## config.mk

```make
export PLATFORM = sky130hd
export DESIGN_NAME = uart_line_modem_status
export DESIGN_NICKNAME = d
export VERILOG_FILES = /design/src/inc/uart_lms_pkg.sv /design/src/logic/modem_change_detect.sv /design/src/logic/rx_fifo_mem.sv /design/src/logic/uart_line_modem_status.sv
export SDC_FILE = /design/constraint.sdc
export NUM_CORES = 1
export LEC_CHECK = 0
export BUFFER_PORTS_ARGS = -buffer_cell sky130_fd_sc_hd__buf_2
export CORE_ASPECT_RATIO = 1.2
export CORE_UTILIZATION = 23
export CTS_CLUSTER_SIZE = 12
export DETAILED_ROUTE_END_ITERATION = 8
export GPL_ROUTABILITY_DRIVEN = 0
export PLACE_DENSITY = 0.38
export SKIP_LAST_GASP = 1
export SYNTH_ARGS = -nofsm -noshare
export SYNTH_HDL_FRONTEND = slang
export SYNTH_HIERARCHICAL = 1
export SYNTH_SLANG_ARGS = --single-unit
```

## constraint.sdc

```tcl
create_clock -name pclk -period 4.6 [get_ports pclk]
set_input_delay 0.46 -clock pclk [delete_from_list [all_inputs] [get_ports pclk]]
set_output_delay 0.46 -clock pclk [all_outputs]
set_load 0.05 [all_outputs]
```

## src/inc/uart_lms_pkg.sv

```systemverilog
`default_nettype none
package uart_lms_pkg;

  // ****************************************
  // Bus and register map
  // ****************************************
  localparam int ADDR_W = 8;
  localparam int DATA_W = 32;
  localparam logic [ADDR_W-1:0] ADDR_RX_DATA       = 8'h00;
  localparam logic [ADDR_W-1:0] ADDR_LINE_STATUS   = 8'h04;
  localparam logic [ADDR_W-1:0] ADDR_MODEM_STATUS  = 8'h08;
  localparam logic [ADDR_W-1:0] ADDR_MODEM_CONTROL = 8'h0c;
  localparam logic [ADDR_W-1:0] ADDR_CONTROL       = 8'h10;
  localparam logic [ADDR_W-1:0] ADDR_IRQ_STATUS    = 8'h14;
  localparam logic [ADDR_W-1:0] ADDR_IRQ_MASK      = 8'h18;
  localparam logic [ADDR_W-1:0] ADDR_RX_SHIFT      = 8'h1c;

  // ****************************************
  // Field positions and reset values
  // ****************************************
  localparam int LS_READY    = 0;
  localparam int LS_OVERRUN  = 1;
  localparam int LS_PARITY   = 2;
  localparam int LS_FRAMING  = 3;
  localparam int LS_BREAK    = 4;
  localparam int LS_FIFO_ERR = 7;
  localparam int MC_DTR      = 0;
  localparam int MC_RTS      = 1;
  localparam int MC_OUT1     = 2;
  localparam int MC_OUT2     = 3;
  localparam int MC_LOOP     = 4;
  localparam logic [7:0] MC_WR_MASK = 8'h1f;
  localparam logic [7:0] MC_RESET   = 8'h00;
  localparam int CTRL_FIFO_EN = 0;
  localparam int IRQ_W        = 4;
  localparam int IRQ_MODEM    = 0;
  localparam int IRQ_OVERRUN  = 1;
  localparam int IRQ_RX_ERROR = 2;
  localparam int IRQ_RX_READY = 3;
  localparam int MODEM_W = 4;
  localparam int MDM_CTS = 0;
  localparam int MDM_DSR = 1;
  localparam int MDM_RI  = 2;
  localparam int MDM_CD  = 3;
  localparam logic [MODEM_W-1:0] MODEM_IDLE_N = 4'hf;

  // ****************************************
  // Carriers
  // ****************************************
  typedef struct packed {
    logic       brk;
    logic       framing;
    logic       parity;
    logic [7:0] data;
  } rx_char_t;
  localparam int RX_CHAR_W = $bits(rx_char_t);

  typedef struct packed {
    logic cd_n;
    logic ri_n;
    logic dsr_n;
    logic cts_n;
  } modem_in_t;

  typedef struct packed {
    logic out2_n;
    logic out1_n;
    logic rts_n;
    logic dtr_n;
  } modem_out_t;

endpackage
`default_nettype wire

```

## src/logic/modem_change_detect.sv

```systemverilog
`default_nettype none
module modem_change_detect
  import uart_lms_pkg::*;
(
  input  wire logic               pclk,
  input  wire logic               presetn,
  input  wire modem_in_t          pins_n,
  input  wire logic               loopback,
  input  wire logic [MODEM_W-1:0] loop_src,
  input  wire logic               clear,
  output logic      [MODEM_W-1:0] level,
  output logic      [MODEM_W-1:0] change
);

  logic [MODEM_W-1:0] pins_vec;
  logic [MODEM_W-1:0] meta_n;
  logic [MODEM_W-1:0] sync_n;
  logic [MODEM_W-1:0] prev;
  logic [MODEM_W-1:0] event_hit;

  assign pins_vec = pins_n;

  for (genvar i = 0; i < MODEM_W; i++) begin : g_line
    always_ff @(posedge pclk or negedge presetn) begin
      if (!presetn) begin
        meta_n[i] <= MODEM_IDLE_N[i];
        sync_n[i] <= MODEM_IDLE_N[i];
        prev[i]   <= 1'b0;
      end else begin
        meta_n[i] <= pins_vec[i];
        sync_n[i] <= meta_n[i];
        prev[i]   <= level[i];
      end
    end
    // Pins are active low, so the reported level is the complement
    assign level[i] = loopback ? loop_src[i] : ~sync_n[i];
    if (i == MDM_RI) begin : g_trail
      // Pin rising 0 to 1 is the reported level falling
      assign event_hit[i] = prev[i] & ~level[i];
    end else begin : g_both
      assign event_hit[i] = prev[i] ^ level[i];
    end
    // A change seen in the cycle of the clearing read survives it
    always_ff @(posedge pclk or negedge presetn) begin
      if (!presetn) begin
        change[i] <= 1'b0;
      end else if (event_hit[i]) begin
        change[i] <= 1'b1;
      end else if (clear) begin
        change[i] <= 1'b0;
      end
    end
  end

endmodule
`default_nettype wire

```

## src/logic/rx_fifo_mem.sv

```systemverilog
`default_nettype none
module rx_fifo_mem
  import uart_lms_pkg::*;
#(
  parameter int WIDTH = RX_CHAR_W,
  parameter int DEPTH = 32
) (
  input  wire logic                     pclk,
  input  wire logic                     presetn,
  input  wire logic                     we,
  input  wire logic [$clog2(DEPTH)-1:0] waddr,
  input  wire logic [WIDTH-1:0]         wdata,
  input  wire logic [$clog2(DEPTH)-1:0] raddr,
  output logic      [WIDTH-1:0]         rdata
);

  logic [WIDTH-1:0] mem [DEPTH];

  always_ff @(posedge pclk) begin
    if (we) begin
      mem[waddr] <= wdata;
    end
  end

  // Write-through keeps the head valid when a push lands on the slot being read
  always_ff @(posedge pclk or negedge presetn) begin
    if (!presetn) begin
      rdata <= '0;
    end else if (we && (waddr == raddr)) begin
      rdata <= wdata;
    end else begin
      rdata <= mem[raddr];
    end
  end

endmodule
`default_nettype wire

```

## src/logic/uart_line_modem_status.sv

```systemverilog
`default_nettype none
module uart_line_modem_status
  import uart_lms_pkg::*;
#(
  parameter int RX_DEPTH = 32
) (
  input  wire logic              pclk,
  input  wire logic              presetn,
  input  wire logic              psel,
  input  wire logic              penable,
  input  wire logic              pwrite,
  input  wire logic [ADDR_W-1:0] paddr,
  input  wire logic [DATA_W-1:0] pwdata,
  input  wire logic [3:0]        pstrb,
  output logic      [DATA_W-1:0] prdata,
  output logic                   pready,
  output logic                   pslverr,
  input  wire logic              rx_valid,
  input  wire rx_char_t          rx_char,
  input  wire modem_in_t         modem_in_n,
  output modem_out_t             modem_out_n,
  output logic                   irq
);

  // ****************************************
  // Local sizes
  // ****************************************
  localparam int PTR_W = $clog2(RX_DEPTH);
  localparam int CNT_W = $clog2(RX_DEPTH + 1);
  localparam logic [CNT_W-1:0] CNT_FULL = CNT_W'(RX_DEPTH);

  logic               setup;
  logic               access;
  logic               rd_access;
  logic               wr_access;
  logic               mapped;
  logic [DATA_W-1:0]  next_prdata;
  logic [7:0]         modem_control;
  logic               fifo_enable;
  logic               loopback;
  logic [IRQ_W-1:0]   irq_status;
  logic [IRQ_W-1:0]   irq_mask;
  logic [IRQ_W-1:0]   irq_events;
  logic               overrun;
  rx_char_t           rx_shift;
  rx_char_t           head_char;
  logic [PTR_W-1:0]   head;
  logic [PTR_W-1:0]   tail;
  logic [PTR_W-1:0]   next_raddr;
  logic [CNT_W-1:0]   count;
  logic [CNT_W-1:0]   err_cnt;
  logic               full;
  logic               flush;
  logic               push;
  logic               pop;
  logic               push_err;
  logic               pop_err;
  logic               overrun_ev;
  logic               ls_read;
  logic               ms_read;
  logic               irq_read;
  logic [7:0]         ls_value;
  logic [7:0]         ms_value;
  logic [MODEM_W-1:0] modem_level;
  logic [MODEM_W-1:0] modem_change;
  logic [MODEM_W-1:0] loop_src;

  // ****************************************
  // APB slave
  // ****************************************
  // Zero wait states: read data is captured in the setup cycle
  assign setup     = psel && !penable;
  assign access    = psel && penable;
  assign rd_access = access && !pwrite;
  assign wr_access = access && pwrite && pstrb[0];
  assign pready    = 1'b1;
  assign pslverr   = access && !mapped;
  assign ls_read   = rd_access && (paddr == ADDR_LINE_STATUS);
  assign ms_read   = rd_access && (paddr == ADDR_MODEM_STATUS);
  assign irq_read  = rd_access && (paddr == ADDR_IRQ_STATUS);

  always_comb begin
    mapped      = 1'b1;
    next_prdata = '0;
    case (paddr)
      ADDR_RX_DATA:       next_prdata = DATA_W'(head_char.data);
      ADDR_LINE_STATUS:   next_prdata = DATA_W'(ls_value);
      ADDR_MODEM_STATUS:  next_prdata = DATA_W'(ms_value);
      ADDR_MODEM_CONTROL: next_prdata = DATA_W'(modem_control);
      ADDR_CONTROL:       next_prdata = DATA_W'(fifo_enable);
      ADDR_IRQ_STATUS:    next_prdata = DATA_W'(irq_status);
      ADDR_IRQ_MASK:      next_prdata = DATA_W'(irq_mask);
      ADDR_RX_SHIFT:      next_prdata = DATA_W'(rx_shift.data);
      default:            mapped = 1'b0;
    endcase
  end

  always_ff @(posedge pclk or negedge presetn) begin
    if (!presetn) begin
      prdata <= '0;
    end else if (setup) begin
      prdata <= next_prdata;
    end
  end

  always_ff @(posedge pclk or negedge presetn) begin
    if (!presetn) begin
      modem_control <= MC_RESET;
      fifo_enable   <= 1'b0;
      irq_mask      <= '0;
    end else if (wr_access) begin
      case (paddr)
        ADDR_MODEM_CONTROL: modem_control <= pwdata[7:0] & MC_WR_MASK;
        ADDR_CONTROL:       fifo_enable   <= pwdata[CTRL_FIFO_EN];
        ADDR_IRQ_MASK:      irq_mask      <= pwdata[IRQ_W-1:0];
        default:            ;
      endcase
    end
  end

  assign loopback = modem_control[MC_LOOP];

  // ****************************************
  // Receive store
  // ****************************************
  // Without FIFO mode the store acts as a single holding register
  assign full  = fifo_enable ? (count == CNT_FULL) : (count != '0);
  assign flush = wr_access && (paddr == ADDR_CONTROL)
              && (pwdata[CTRL_FIFO_EN] != fifo_enable);
  // A full store refuses the character, so stored data is never corrupted
  assign push       = rx_valid && !full && !flush;
  assign overrun_ev = rx_valid && full && !flush;
  assign pop        = rd_access && (paddr == ADDR_RX_DATA) && (count != '0);
  assign push_err   = push && (rx_char.brk || rx_char.framing || rx_char.parity);
  assign pop_err    = pop && (head_char.brk || head_char.framing || head_char.parity);
  assign next_raddr = flush ? '0 : head + PTR_W'(pop);

  rx_fifo_mem #(
    .WIDTH (RX_CHAR_W),
    .DEPTH (RX_DEPTH)
  ) u_mem (
    .pclk    (pclk),
    .presetn (presetn),
    .we      (push),
    .waddr   (tail),
    .wdata   (rx_char),
    .raddr   (next_raddr),
    .rdata   (head_char)
  );

  always_ff @(posedge pclk or negedge presetn) begin
    if (!presetn) begin
      head  <= '0;
      tail  <= '0;
      count <= '0;
    end else if (flush) begin
      head  <= '0;
      tail  <= '0;
      count <= '0;
    end else begin
      if (push) begin
        tail <= tail + PTR_W'(1);
      end
      if (pop) begin
        head <= head + PTR_W'(1);
      end
      count <= count + CNT_W'(push) - CNT_W'(pop);
    end
  end

  // Counts stored characters with any error tag
  always_ff @(posedge pclk or negedge presetn) begin
    if (!presetn) begin
      err_cnt <= '0;
    end else if (flush) begin
      err_cnt <= '0;
    end else begin
      err_cnt <= err_cnt + CNT_W'(push_err) - CNT_W'(pop_err);
    end
  end

  // Shift register copy is overwritten by every arrival, also on overrun
  always_ff @(posedge pclk or negedge presetn) begin
    if (!presetn) begin
      rx_shift <= '0;
    end else if (rx_valid) begin
      rx_shift <= rx_char;
    end
  end

  // ****************************************
  // Line status
  // ****************************************
  always_ff @(posedge pclk or negedge presetn) begin
    if (!presetn) begin
      overrun <= 1'b0;
    end else if (overrun_ev) begin
      overrun <= 1'b1;
    end else if (ls_read) begin
      overrun <= 1'b0;
    end
  end

  always_comb begin
    ls_value = '0;
    ls_value[LS_READY]    = (count != '0);
    ls_value[LS_OVERRUN]  = overrun;
    ls_value[LS_FIFO_ERR] = fifo_enable && (err_cnt != '0);
    if (count != '0) begin
      ls_value[LS_PARITY]  = head_char.parity;
      ls_value[LS_FRAMING] = head_char.framing;
      ls_value[LS_BREAK]   = head_char.brk;
    end
  end

  // ****************************************
  // Modem status
  // ****************************************
  assign loop_src[MDM_CD]  = modem_control[MC_OUT2];
  assign loop_src[MDM_RI]  = modem_control[MC_OUT1];
  assign loop_src[MDM_DSR] = modem_control[MC_DTR];
  assign loop_src[MDM_CTS] = modem_control[MC_RTS];

  modem_change_detect u_modem (
    .pclk     (pclk),
    .presetn  (presetn),
    .pins_n   (modem_in_n),
    .loopback (loopback),
    .loop_src (loop_src),
    .clear    (ms_read),
    .level    (modem_level),
    .change   (modem_change)
  );

  assign ms_value = {modem_level, modem_change};

  // Outputs are held inactive in loop-back; the controls loop inside instead
  always_ff @(posedge pclk or negedge presetn) begin
    if (!presetn) begin
      modem_out_n <= MODEM_IDLE_N;
    end else if (loopback) begin
      modem_out_n <= MODEM_IDLE_N;
    end else begin
      modem_out_n <= ~{modem_control[MC_OUT2], modem_control[MC_OUT1],
                       modem_control[MC_RTS], modem_control[MC_DTR]};
    end
  end

  // ****************************************
  // Interrupts
  // ****************************************
  always_comb begin
    irq_events = '0;
    irq_events[IRQ_MODEM]    = |modem_change;
    irq_events[IRQ_OVERRUN]  = overrun_ev;
    irq_events[IRQ_RX_ERROR] = push_err;
    irq_events[IRQ_RX_READY] = push;
  end

  // New events win over the clearing read
  always_ff @(posedge pclk or negedge presetn) begin
    if (!presetn) begin
      irq_status <= '0;
    end else begin
      irq_status <= (irq_read ? '0 : irq_status) | irq_events;
    end
  end

  assign irq = |(irq_status & irq_mask);
endmodule
`default_nettype wire

```

; After elaboration in Yosys (flattened, before gate mapping)
; Memory sizes are Yosys's and may differ from the RTL's. A register that Yosys moved wholly into a read port is not among the register bits.
; Cells that the tools add are included.
[word_totals]
ff_bits = 97
ram_bits = 352
input_bits = 65
output_inout_bits = 39
memories = 1
[classes]
add_sub_neg = 7
eq_ne = 9
n_mux = 26
bitwise_logic = 12
reduce_logical = 46
[mem_list]
columns = name, depth, width, rd, rd_ports_with_merged_regs, wr, line_no
row1 = u_mem.mem, 32, 11, 1, 1, 1, rx_fifo_mem.sv:17  ; logic [WIDTH-1:0] mem [DEPTH];
[ops]
columns = cell, n
row1 = $pmux 8 s8, 1
row2 = $eq 8x5->1 const B, 4
row3 = $mux 5, 5
row4 = $logic_and 1x1->1, 20
row5 = $eq 8x4->1 const B, 2
row6 = $mux 1, 15
row7 = $reduce_bool 2->1, 7
row8 = $add 6x1->6, 2
row9 = $mux 6, 2
row10 = $reduce_bool 6->1, 2
row11 = $sub 6x1->6, 2
row12 = $add 5x1->5 const B, 2
row13 = $eq 8x3->1 const B, 1
row14 = $logic_not 8->1, 1
row15 = $mux 4, 2
row16 = $reduce_or 4->1, 2
row17 = $reduce_or 8->1, 1
row18 = $eq 6x6->1 const B, 1
row19 = $logic_not 1->1, 6
row20 = $reduce_and 2->1, 3
row21 = $add 5x1->5, 1
row22 = $not 1->1, 5
row23 = $and 4x4->4, 1
row24 = $logic_or 1x1->1, 4
row25 = other kinds (6), 8

; Logic depth before layout (Yosys ltp)
; Gate-level depths: netlist of run 1.
[logic_depth]
ltp_word = 11
ltp_mapped = 18
ltp_nobuf = 15

; By module
; The synthesis of run 1 kept the hierarchy.
[modules_own_cells]
columns = mod, n_inst, cells_each, area_each_um2
row1 = rx_fifo_mem, 1, 737, 14287.5
row2 = uart_line_modem_status, 1, 364, 3638.5
row3 = modem_change_detect, 1, 39, 549.3

; Least setup slack after synthesis of run 1
; OpenSTA, ideal clock, no wires.
[synth_path]
path_type = register to register
from = register count[2]
to = register u_mem.rdata[8] (read register of u_mem.mem)
setup_time_ns = 0.121
t_arrival_ns = 3.378
t_required_ns = 4.479
setup_slack_ns = 1.101
stages_incl_launch_ff = 18
path_buffers = 2
cell_sequence = dfrtp_1 inv_1 ha_1 and4bb_1 or3_1 clkbuf_1 nor2_1 ha_1 ha_1 nand3_1 xor2_1 nor2_1 clkbuf_1 nand2b_1 or2_2 o22ai_1 nor2_1 a22o_1
[synth_between]
elab_chain_cells = 4
[synth_rtl]
columns = item, line_no
row1 = start: declaration, uart_line_modem_status.sv:50  ; logic [CNT_W-1:0] count;
row2 = start signal: assignment, uart_line_modem_status.sv:167  ; count <= count + CNT_W'(push) - CNT_W'(pop);
row3 = $reduce_bool 6->1, uart_line_modem_status.sv:133  ; assign pop = rd_access && (paddr == ADDR_RX_DATA) && (count != '0);
row4 = $logic_and 1x1->1, uart_line_modem_status.sv:133
row5 = $add 5x1->5, uart_line_modem_status.sv:136  ; assign next_raddr = flush ? '0 : head + PTR_W'(pop);
row6 = $mux 5, uart_line_modem_status.sv:136
row7 = net next_raddr[4], uart_line_modem_status.sv:49  ; logic [PTR_W-1:0] next_raddr;
row8 = end: declaration, rx_fifo_mem.sv:14  ; output logic [WIDTH-1:0] rdata
; The timed path passes the listed nets, and every way through them passes these cells.
; A chain may end at the register's enable or synchronous reset.

; Final worst setup path of run 1
[layout_path]
from = register count[2]
to = register u_mem.rdata[3] (read register of u_mem.mem)
; Same word-level chain as after synthesis.

==> reports/qor.txt, run 1 <==
GRT met1 Usage: 15.7%
PwrDens: 404 mW/mm^2
Post-synth EDFFs: 352
post-synthesis cell area: 0.0185 mm^2
final slew viol count: 0
Crit Path Max Fanout: 22
Post-DP Area: 0.0202 mm^2
Design Power: 0.00877 W
Via-to-Cell Ratio: 4.39
Synth Register Bits: 436
Worst Setup End Kind: register
post-synthesis area per instance: 16.2 um^2
first-pass GRT wire length: 73900 um
crit path time final: 4.22 ns
RR Startpoint: count[2]$_DFF_PN0_
# DRC: 16
Min-Delay Path Depth: 2
vias in the first global route: 10600
root buffer cell: clkbuf_16
grt met2 use: 21.9%
worst path buffer plus inverter count: 2
htree depth: 2
total grt overflow: 0
worst hold slack: 0.114 ns
Layout Nets: 1346
WS Path Type: reg -> reg
busiest layer in global routing: met2
most frequent CP cell: ha_1
Req. time, crit path: 5.02 ns
clk slew on worst S/H paths: 0.06 ns
Primary FF master, synth: edfxtp_1
Highest Clock Rate: 237 MHz
Max Cap Viol: 0
outcome: complete, but fails checks
core area: 0.0793 mm^2
FF-to-FF path depth: 14
CTS tree: built
Pre-Repair DR Iteration Count: 7
GRT Total Usage: 12.5%
Setup crit start kind: register
Ports: 104
type of the most critical hold path: in -> reg
Largest stage delay, worst path: 0.71 ns
final hold vios: 0
die height: 312 um
wire length per cell after detailed routing: 21.6 um
reg2reg end: u_mem/rdata[3]$_DFF_PN0_
initial antenna violation count: 0
Starting DRT DRC Count: 620
grt met3 use: 1.91%
PortBufs: 48
# rows: 113
Min-Delay Endpoint: modem_control[4]$_DFFE_PN0P_
Worst IR Drop VDD: 235 uV
initial core utilization: 23.3%
worst slew pin tran: 1.01 ns
DPL Wire Length: 32300 um
clock latency on the worst-skew pair: 0.58 ns
WP data arrival: 4.65 ns
FFs w/ async S/R, synth: 19.3%
cell count after synthesis: 1140
ANT nets after route: 0
vias post-DR: 10200
n_diodes: 0
Sink Count: 436
failing checks: DRC
CTS Buf Count: 48
Chip Width: 261 um
post-CTS setup buffers: 0
post-synthesis sequential area ratio: 68.7%
area grow syn2layout: 17.5%
full die area: 0.0815 mm^2
Period Utilization, post-route: 91.8%
clock skew: 0.0212 ns
layout cells sized above 1: 23.0%
Slew headroom: 31.9%
CP top delay family: simple AND/OR/NAND/NOR gates
cells along the critical path: inv_1, ha_1, and4bb_1, or3_1, nor2_1, ha_1, ha_1, xnor2_1, nor2_2, buf_12, and2_1, a21oi_1, a221oi_1, o41ai_1
setup TNS: 0 ns
CTS Buffer Depth: 3
Final Instance Area: 0.0217 mm^2
leakage: 7.23 nW
Slowest-stage cell, CP: a221oi_1
unrepaired setup endpoints after global routing: no
largest net degree at the start of global routing: 54
number of distinct library cells after synthesis: 72
fill cell count: 7992
R2R Setup Slk: 0.38 ns
final wirelength: 50400 um
Yosys Warn Count: 6
hold_sp: pwdata[4]
# setup viols final: 0
[layout by cell type (no fill, tap or decap), drive strengths merged, types with 20 or more instances in the layout]
master,Yosys,layout
a21oi,39,39
buf,58,121
dfrtp,72,72
nor2,66,66
nor2b,21,21
mux2,29,29
a22oi,25,25
mux2i,97,97
clkbuf,23,63
ha,21,21
nand2,49,49
edfxtp,352,352
inv,19,20
conb,2,25
mux4,47,47
o21ai,22,22
[Yosys cell counts (all sizes together), types with 6 or more instances]
cell type  instances  area [um^2]
a221oi             9         78.8
or3                8         51.3
ha                21          263
mux2i             97          971
o21ai             22          121
nor3              13         70.1
mux2              29          327
a22oi             25          188
clkbuf            23         96.3
nor2b             21          131
a21oi             39          195
dfrtp             72         1800
dfstp             12          315
nand3             17         85.1
nand2             49          184
nand2b            10         62.6
buf               58          480
o41ai              9         78.8
a22o              10         87.6
mux4              47         1080
inv               19         71.3
nor2              66          264
edfxtp           352        10600
o21bai             6         56.3
xor2               8         70.1
xnor2              8         70.1
o22ai             15         93.8
nand3b             8         60.1
[per-layer routing]
layer	wire length, um	vias to the layer above
met5	0	-
met4	1180	0
met3	1470	68
met2	25800	165
met1	21900	5339
li1	-	4639
[metrics by stage]
step / util [%] / cells / setup WS [ns]
3_3_place_gp: 25.4 / 2238 / 0.384
4_1_cts: 27.4 / 2328 / 0.344
6_report: 27.4 / 2328 / 0.377
5_1_grt: 27.4 / 2328 / 0.0364
3_5_place_dp: 25.4 / 2238 / 0.352
2_1_floorplan: - / 1163 / 1.10
[how the worst max path moves through the flow]
| stage | start | to | slack [ns] | cells past startpoint |
|---|---|---|---|---|
| after global routing | count[2]$_DFF_PN0_ | u_mem/rdata[3]$_DFF_PN0_ | 0.04 | 14 |
| after floorplan | count[2]$_DFF_PN0_ | u_mem/rdata[8]$_DFF_PN0_ | 1.10 | 17 |
| after CTS | count[2]$_DFF_PN0_ | u_mem/rdata[0]$_DFF_PN0_ | 0.34 | 15 |
| after detailed placement | count[2]$_DFF_PN0_ | u_mem/rdata[0]$_DFF_PN0_ | 0.35 | 15 |
| final | count[2]$_DFF_PN0_ | u_mem/rdata[3]$_DFF_PN0_ | 0.38 | 14 |
| after global placement | count[2]$_DFF_PN0_ | u_mem/rdata[3]$_DFF_PN0_ | 0.38 | 13 |
[power breakdown]
part / internal, W / leakage [nW] / switching, W
sequential: 0.00435 / 4.17 / 0.0000454
clock: 0.00215 / 0.731 / 0.00156
combinational: 0.000267 / 2.33 / 0.000404
total: 0.00676 / 7.23 / 0.00201
[flip-flops by register name (all words and copies together) (netlist names)]
register	cells
count	6
err_cnt	6
fifo_enable	1
head	5
irq_mask	4
irq_status	4
modem_control	5
modem_out_n	4
overrun	1
prdata	8
rx_shift	8
tail	5
u_mem/mem	352
u_mem/rdata	11
u_modem/change	4
u_modem/meta_n	4
u_modem/prev	4
u_modem/sync_n	4
[area by class of cell]
cell class / instances / area, um^2 / area share, %
flip-flops and latches: 436 / 12700 / 58.4
multi-input cells: 627 / 5250 / 24.2
clock buffers: 63 / 1300 / 5.98
well taps: 1035 / 1290 / 5.97
repair buffers: 126 / 903 / 4.16
clock inverters: 22 / 198 / 0.911
inverters: 19 / 71.3 / 0.329
[what timing repair did]
item	4_1_cts	5_1_grt
hold buffers	5	0
gates resized for setup	0	0
endpoints found under the hold margin	45	0
[cells by family after synthesis]
logic type | synth area share, %
AOI/OAI and AO/OA | 6.17
xor gates and xnor gates | 0.759
adders and majority gates | 1.64
buffers and inverters | 3.51
DFF | 68.7
muxes | 12.9
other | 0.0406
and+or+nand+nor | 6.36
Note: power is estimated with default switching activity, not from simulation.
==> run 2: changes to the inputs <==
CORE_UTILIZATION = 45   (was 23)
PLACE_DENSITY = 0.63   (was 0.38)
==> run 2 against run 1 <==
Register-to-register slack better by 0.20 ns. Highest routed layer unchanged. Clock skew down 0.0030 ns. Fmax up 5.0%. Setup slack better by 0.20 ns. Power down 3.2%. Global-route usage up 7.2 points. Combinational power down 3%. The run now ends clean. Clock power down 7.0%. Clock-buffer cell count down 2.
==> reports/qor.txt, run 2 (same netlist as run 1, synthesis figures left out) <==
Layout Nets: 1337 (-0.67%)
final slew viol count: 0 (unchanged)
Req. time, crit path: 5.10 ns (+0.08 ns)
CTS Buffer Depth: 3 (unchanged)
initial core utilization: 46.0% (+23 points)
Top Registers: u_mem/mem x352, u_mem/rdata x11
final wirelength: 40500 um (-19%)
Worst Setup End Kind: register
Ports: 104 (unchanged)
Largest Register: u_mem/mem
Worst IR Drop VDD: 242 uV (+3.2%)
Slew headroom: 25.3% (-6.6 points)
wire length per cell after detailed routing: 22.4 um (+3.6%)
core area: 0.0401 mm^2 (-49%)
die height: 224 um (-28%)
type of the most critical hold path: in -> async
vias in the first global route: 10300 (-2.3%)
area grow syn2layout: 12.9%
clock latency on the worst-skew pair: 0.56 ns (-0.02 ns)
fill cell count: 3327 (-58%)
vias post-DR: 10200 (+0.26%)
first-pass GRT wire length: 61600 um (-17%)
Max Cap Viol: 0 (unchanged)
Chip Width: 187 um (-28%)
worst hold slack: 0.0861 ns (-0.0279 ns)
largest net degree at the start of global routing: 85 (+57%)
GRT Total Usage: 19.7% (+7.2 points)
outcome: completed
most frequent cells in the layout: 352 x edfxtp_1, 97 x mux2i_1, 72 x dfrtp_1
initial antenna violation count: 0 (unchanged)
post-CTS setup buffers: 0 (unchanged)
final worst setup slack: 0.579 ns (+0.203 ns)
Pre-Repair DR Iteration Count: 5 (-2)
Period Utilization, post-route: 87.4% (-4.4 points)
PortBufs: 48 (unchanged)
Setup crit start kind: register
Largest register FFs: 352 (unchanged)
clock skew: 0.0182 ns (-0.00299 ns)
leakage: 7.13 nW (-1.5%)
Highest Clock Rate: 249 MHz (+5.0%)
htree depth: 2 (unchanged)
worst slew pin tran: 1.12 ns (+0.102 ns)
DPL Wire Length: 24900 um (-23%)
CTS Buf Count: 46 (-4.2%)
clk slew on worst S/H paths: 0.06 ns (about the same)
WS Path Type: reg -> reg
full die area: 0.0419 mm^2 (-49%)
crit path time final: 4.02 ns (-0.203 ns)
n_diodes: 0 (unchanged)
final hold vios: 0 (unchanged)
FF/Latch Area: 0.0127 mm^2 (unchanged)
total grt overflow: 0 (unchanged)
CTS tree: built
commonest non-fill, non-tap cell in the layout: edfxtp_1
Starting DRT DRC Count: 786 (+27%)
PwrDens: 407 mW/mm^2 (+0.69%)
# DRC: 0 (-16)
setup TNS: 0 ns (unchanged)
Via-to-Cell Ratio: 5.66 (+29%)
WP data arrival: 4.52 ns (-0.13 ns)
layout cells sized above 1: 22.0% (-1.0 points)
Setup WS pre-CTS: 0.577 ns (+0.225 ns)
Multi-input gate area: 0.00525 mm^2 (-0.14%)
# setup viols final: 0 (unchanged)
# rows: 80 (-29%)
unrepaired setup endpoints after global routing: no
Sink Count: 436 (unchanged)
Crit Path Max Fanout: 26 (+18%)
root buffer cell: clkbuf_16
ANT nets after route: 0 (unchanged)
run 2: cell count changes in the layout (fill, tap and decap cells not counted), sizes merged:
cell and delta:
clkbuf -2, clkinv -7, bufinv -1, dlygate4sd3 -1, buf -6
run 2: path summary, 6_finish.rpt:
check / start / end / slack (ns) / cells past startpoint
min: presetn / count[4]$_DFF_PN0_ / 0.09 / 1
min reg2reg: u_modem/meta_n[3]$_DFF_PN1_ / u_modem/sync_n[3]$_DFF_PN1_ / 0.35 / 0
max reg2reg: count[3]$_DFF_PN0_ / u_mem/rdata[1]$_DFF_PN0_ / 0.58 / 17
min in group pclk: pwdata[4] / modem_control[4]$_DFFE_PN0P_ / 0.14 / 2
max in group asynchronous: presetn / head[1]$_DFFE_PN0P_ / 3.82 / 1
max: count[3]$_DFF_PN0_ / u_mem/rdata[1]$_DFF_PN0_ / 0.58 / 17
run 2: final cells by class:
class                           instances  share of cell area, %
Timing Repair Buffer                  119                   3.89
Sequential cell                       436                   60.8
Clock inverter                         14                  0.594
Clock buffer                           61                   6.04
Inverter                               19                  0.342
Tap cell                              533                   3.20
Multi-Input combinational cell        627                   25.1
run 2: per-stage QoR:
step | cells | power (W) | area [um^2] | util, %
finish | 1809 | 0.00849 | 20900 | 52.0
global route | 1809 | 0.00881 | 20900 | 52.0
CTS | 1809 | 0.00859 | 20900 | 52.0
detailed placement | 1730 | 0.00512 | 19400 | 48.4
global placement | 1730 | 0.00510 | 19400 | 48.4
floorplan | 1163 | 0.00495 | 18600 | -
run 2: repair_timing:
action	4_1_cts	5_1_grt
endpoints found under the hold margin	4	0
resized for setup	0	0
hold buffers	4	0
run 2: critical path, stage by stage (launching register included):
cell	delay [ns]
dfrtp_1	0.35
inv_1	0.07
ha_1	0.19
and4bb_1	0.22
or3_1	0.47
nor2_1	0.18
ha_1	0.19
ha_1	0.18
xnor2_1	0.15
nor2_2	0.10
buf_4	0.26
nor2b_1	0.18
buf_4	0.22
a21oi_1	0.24
a221oi_1	0.13
buf_4	0.17
o41ai_1	0.44
buf_4	0.18
run 2: layer usage:
metal  wire length [um]  up-vias  track usage [%]
met5                  0        -                0
met4               1310        0             7.75
met3               2260       67             2.62
met2              20200      338             33.2
met1              16800     5237             25.9
li1                   -     4596                -
run 2: report_power, final:
part	internal [W]	leakage, nW	switching (W)
sequential	0.00435	4.17	0.0000412
combinational	0.000265	2.28	0.000388
clock	0.00202	0.672	0.00143
total	0.00663	7.13	0.00186
==> run 3: changes to the inputs <==
PLACE_DENSITY = unset   (was 0.63)
PLACE_DENSITY_LB_ADDON = 0.1   (was unset)
==> run 3 against run 2 <==
Global-route usage is 0.65 points higher. Clock skew is 0.0062 ns lower. Critical endpoint is now u_mem/rdata[3]$_DFF_PN0_. Combinational power is 1% higher. Critical path depth is 2 lower. Critical path type unchanged. Flip-flop and latch count stayed put. Final cell count stayed put. Via count is 1.2% lower. Power is 2.0% lower. Clock power is 5% lower. Largest power group unchanged. Clock-buffer cell count is 3 lower. Sequential share of layout area hardly changed. Sequential power hardly changed.
==> reports/qor.txt, run 3 (same netlist as run 1, synthesis figures left out) <==
outcome: completed
R2R Setup Slk: 0.38 ns (-0.20 ns)
launch point of the worst path: count[2]$_DFF_PN0_
# rows: 80 (unchanged)
Largest register FFs: 352 (unchanged)
Slowest-stage cell, CP: o41ai_1
Top Registers: u_mem/mem x352, u_mem/rdata x11
# resized after CTS: 0 (unchanged)
leakage: 7.11 nW (-0.26%)
PortBufs: 48 (unchanged)
unrepaired setup endpoints after global routing: no
n_diodes: 0 (unchanged)
WP data arrival: 4.61 ns (+0.09 ns)
Largest Register: u_mem/mem
Critical Path Sink: u_mem/rdata[3]$_DFF_PN0_
fill cell count: 3341 (+0.42%)
Largest stage delay, worst path: 0.52 ns (+0.05 ns)
WS Path Type: reg -> reg
largest net degree at the start of global routing: 44 (-48%)
htree depth: 2 (unchanged)
Pre-Repair DR Iteration Count: 5 (unchanged)
Max Cap Viol: 0 (unchanged)
post-CTS setup buffers: 0 (unchanged)
type of the most critical hold path: in -> reg
Period Utilization, post-route: 91.8% (+4.4 points)
Slew headroom: 25.1% (-0.25 points)
PwrDens: 399 mW/mm^2 (-1.9%)
Crit Path Max Fanout: 26 (unchanged)
area grow syn2layout: 12.9% (about the same)
Post-DP Area: 0.0195 mm^2 (+0.33%)
reg2reg end: u_mem/rdata[3]$_DFF_PN0_
clock skew: 0.0120 ns (-0.00618 ns)
final wirelength: 41500 um (+2.3%)
Setup crit start kind: register
Setup WS pre-CTS: 0.375 ns (-0.202 ns)
ANT nets after route: 0 (unchanged)
wire length per cell after detailed routing: 22.9 um (+2.3%)
Ports: 104 (unchanged)
layout cells sized above 1: 21.6% (-0.39 points)
Crit path depth: 15 (-2)
Req. time, crit path: 4.98 ns (-0.12 ns)
GRT Total Usage: 20.3% (+0.65 points)
worst path buffer plus inverter count: 3 (-2)
commonest non-fill, non-tap cell in the layout: edfxtp_1
Worst Setup End Kind: register
Chip Width: 187 um (unchanged)
clock latency on the worst-skew pair: 0.55 ns (about the same)
initial core utilization: 46.0% (unchanged)
CTS Buf Count: 45 (-2.2%)
crit path time final: 4.22 ns (+0.202 ns)
root buffer cell: clkbuf_16
final worst setup slack: 0.378 ns (-0.202 ns)
Highest Clock Rate: 237 MHz (-4.8%)
# DRC: 0 (unchanged)
worst slew pin tran: 1.11 ns (-0.00242 ns)
cells along the critical path: inv_1, ha_1, and4bb_1, or3_1, nor2_1, ha_1, ha_1, xnor2_1, nor2_2, buf_12, and2_1, buf_4, a22oi_1, a21oi_1, o41ai_1
initial antenna violation count: 0 (unchanged)
CTS tree: built
DPL Wire Length: 26400 um (+6.1%)
Worst IR Drop VDD: 307 uV (+27%)
die height: 224 um (unchanged)
Layout Nets: 1339 (+0.15%)
Via-to-Cell Ratio: 5.59 (-1.2%)
# setup viols final: 0 (unchanged)
core area: 0.0401 mm^2 (unchanged)
setup TNS: 0 ns (unchanged)
most frequent cells in the layout: 352 x edfxtp_1, 97 x mux2i_1, 72 x dfrtp_1
Hold Buf Count CTS: 5 (+1)
CP top delay family: simple AND/OR/NAND/NOR gates
vias in the first global route: 10400 (+0.77%)
first-pass GRT wire length: 63600 um (+3.2%)
Final Instance Area: 0.0209 mm^2 (about the same)
RR Startpoint: count[2]$_DFF_PN0_
final hold vios: 0 (unchanged)
Starting DRT DRC Count: 690 (-12%)
total grt overflow: 0 (unchanged)
FF-to-FF path depth: 15 (-2)
final slew viol count: 0 (unchanged)
clk slew on worst S/H paths: 0.06 ns (about the same)
CTS Buffer Depth: 3 (unchanged)
most frequent CP cell: ha_1
vias post-DR: 10100 (-1.2%)
Sink Count: 436 (unchanged)
worst hold slack: 0.146 ns (+0.0596 ns)
full die area: 0.0419 mm^2 (unchanged)
[run 3: power breakdown]
| group | internal, W | leakage, nW | switching, W | total, W |
|---|---|---|---|---|
| clock | 0.00187 | 0.630 | 0.00140 | 0.00327 |
| combinational | 0.000268 | 2.31 | 0.000391 | 0.000660 |
| sequential | 0.00435 | 4.17 | 0.0000411 | 0.00439 |
| total | 0.00648 | 7.11 | 0.00184 | 0.00832 |
[run 3: layer usage]
layer | track usage (%) | up-vias | share of wire [%]
li1 | - | 4609 | -
met1 | 26.8 | 5185 | 43
met2 | 34.1 | 253 | 50
met3 | 3.21 | 71 | 4.5
met4 | 7.64 | 0 | 3.1
met5 | 0 | - | 0
[run 3: layout make-up]
class                      count  area (um^2)  share of cell area (%)
tap                          533          667                    3.20
clock buffer                  58         1200                    5.74
clock inverter                14         96.3                   0.462
inverter                      19         71.3                   0.342
multi-input combinational    627         5250                    25.2
sequential                   436        12700                    60.8
timing repair buffer         122          886                    4.25
[run 3: worst min path at each step]
stage	from	endpoint	slack (ns)	depth (start not counted)
2_1_floorplan	presetn	count[0]$_DFF_PN0_	0.16	0
3_3_place_gp	u_modem/meta_n[1]$_DFF_PN1_	u_modem/sync_n[1]$_DFF_PN1_	0.35	0
3_5_place_dp	u_modem/meta_n[0]$_DFF_PN1_	u_modem/sync_n[0]$_DFF_PN1_	0.35	0
4_1_cts	pwdata[4]	modem_control[4]$_DFFE_PN0P_	0.12	2
5_1_grt	pwdata[4]	modem_control[4]$_DFFE_PN0P_	0.13	2
6_report	pwdata[4]	modem_control[4]$_DFFE_PN0P_	0.15	2
[run 3: per-stage QoR]
| step | instances | utilization (%) | power [W] |
|---|---|---|---|
| 2_1_floorplan | 1163 | - | 0.00495 |
| 3_3_place_gp | 1732 | 48.6 | 0.00511 |
| 3_5_place_dp | 1732 | 48.6 | 0.00513 |
| 4_1_cts | 1809 | 51.9 | 0.00842 |
| 5_1_grt | 1809 | 51.9 | 0.00864 |
| 6_report | 1809 | 51.9 | 0.00832 |
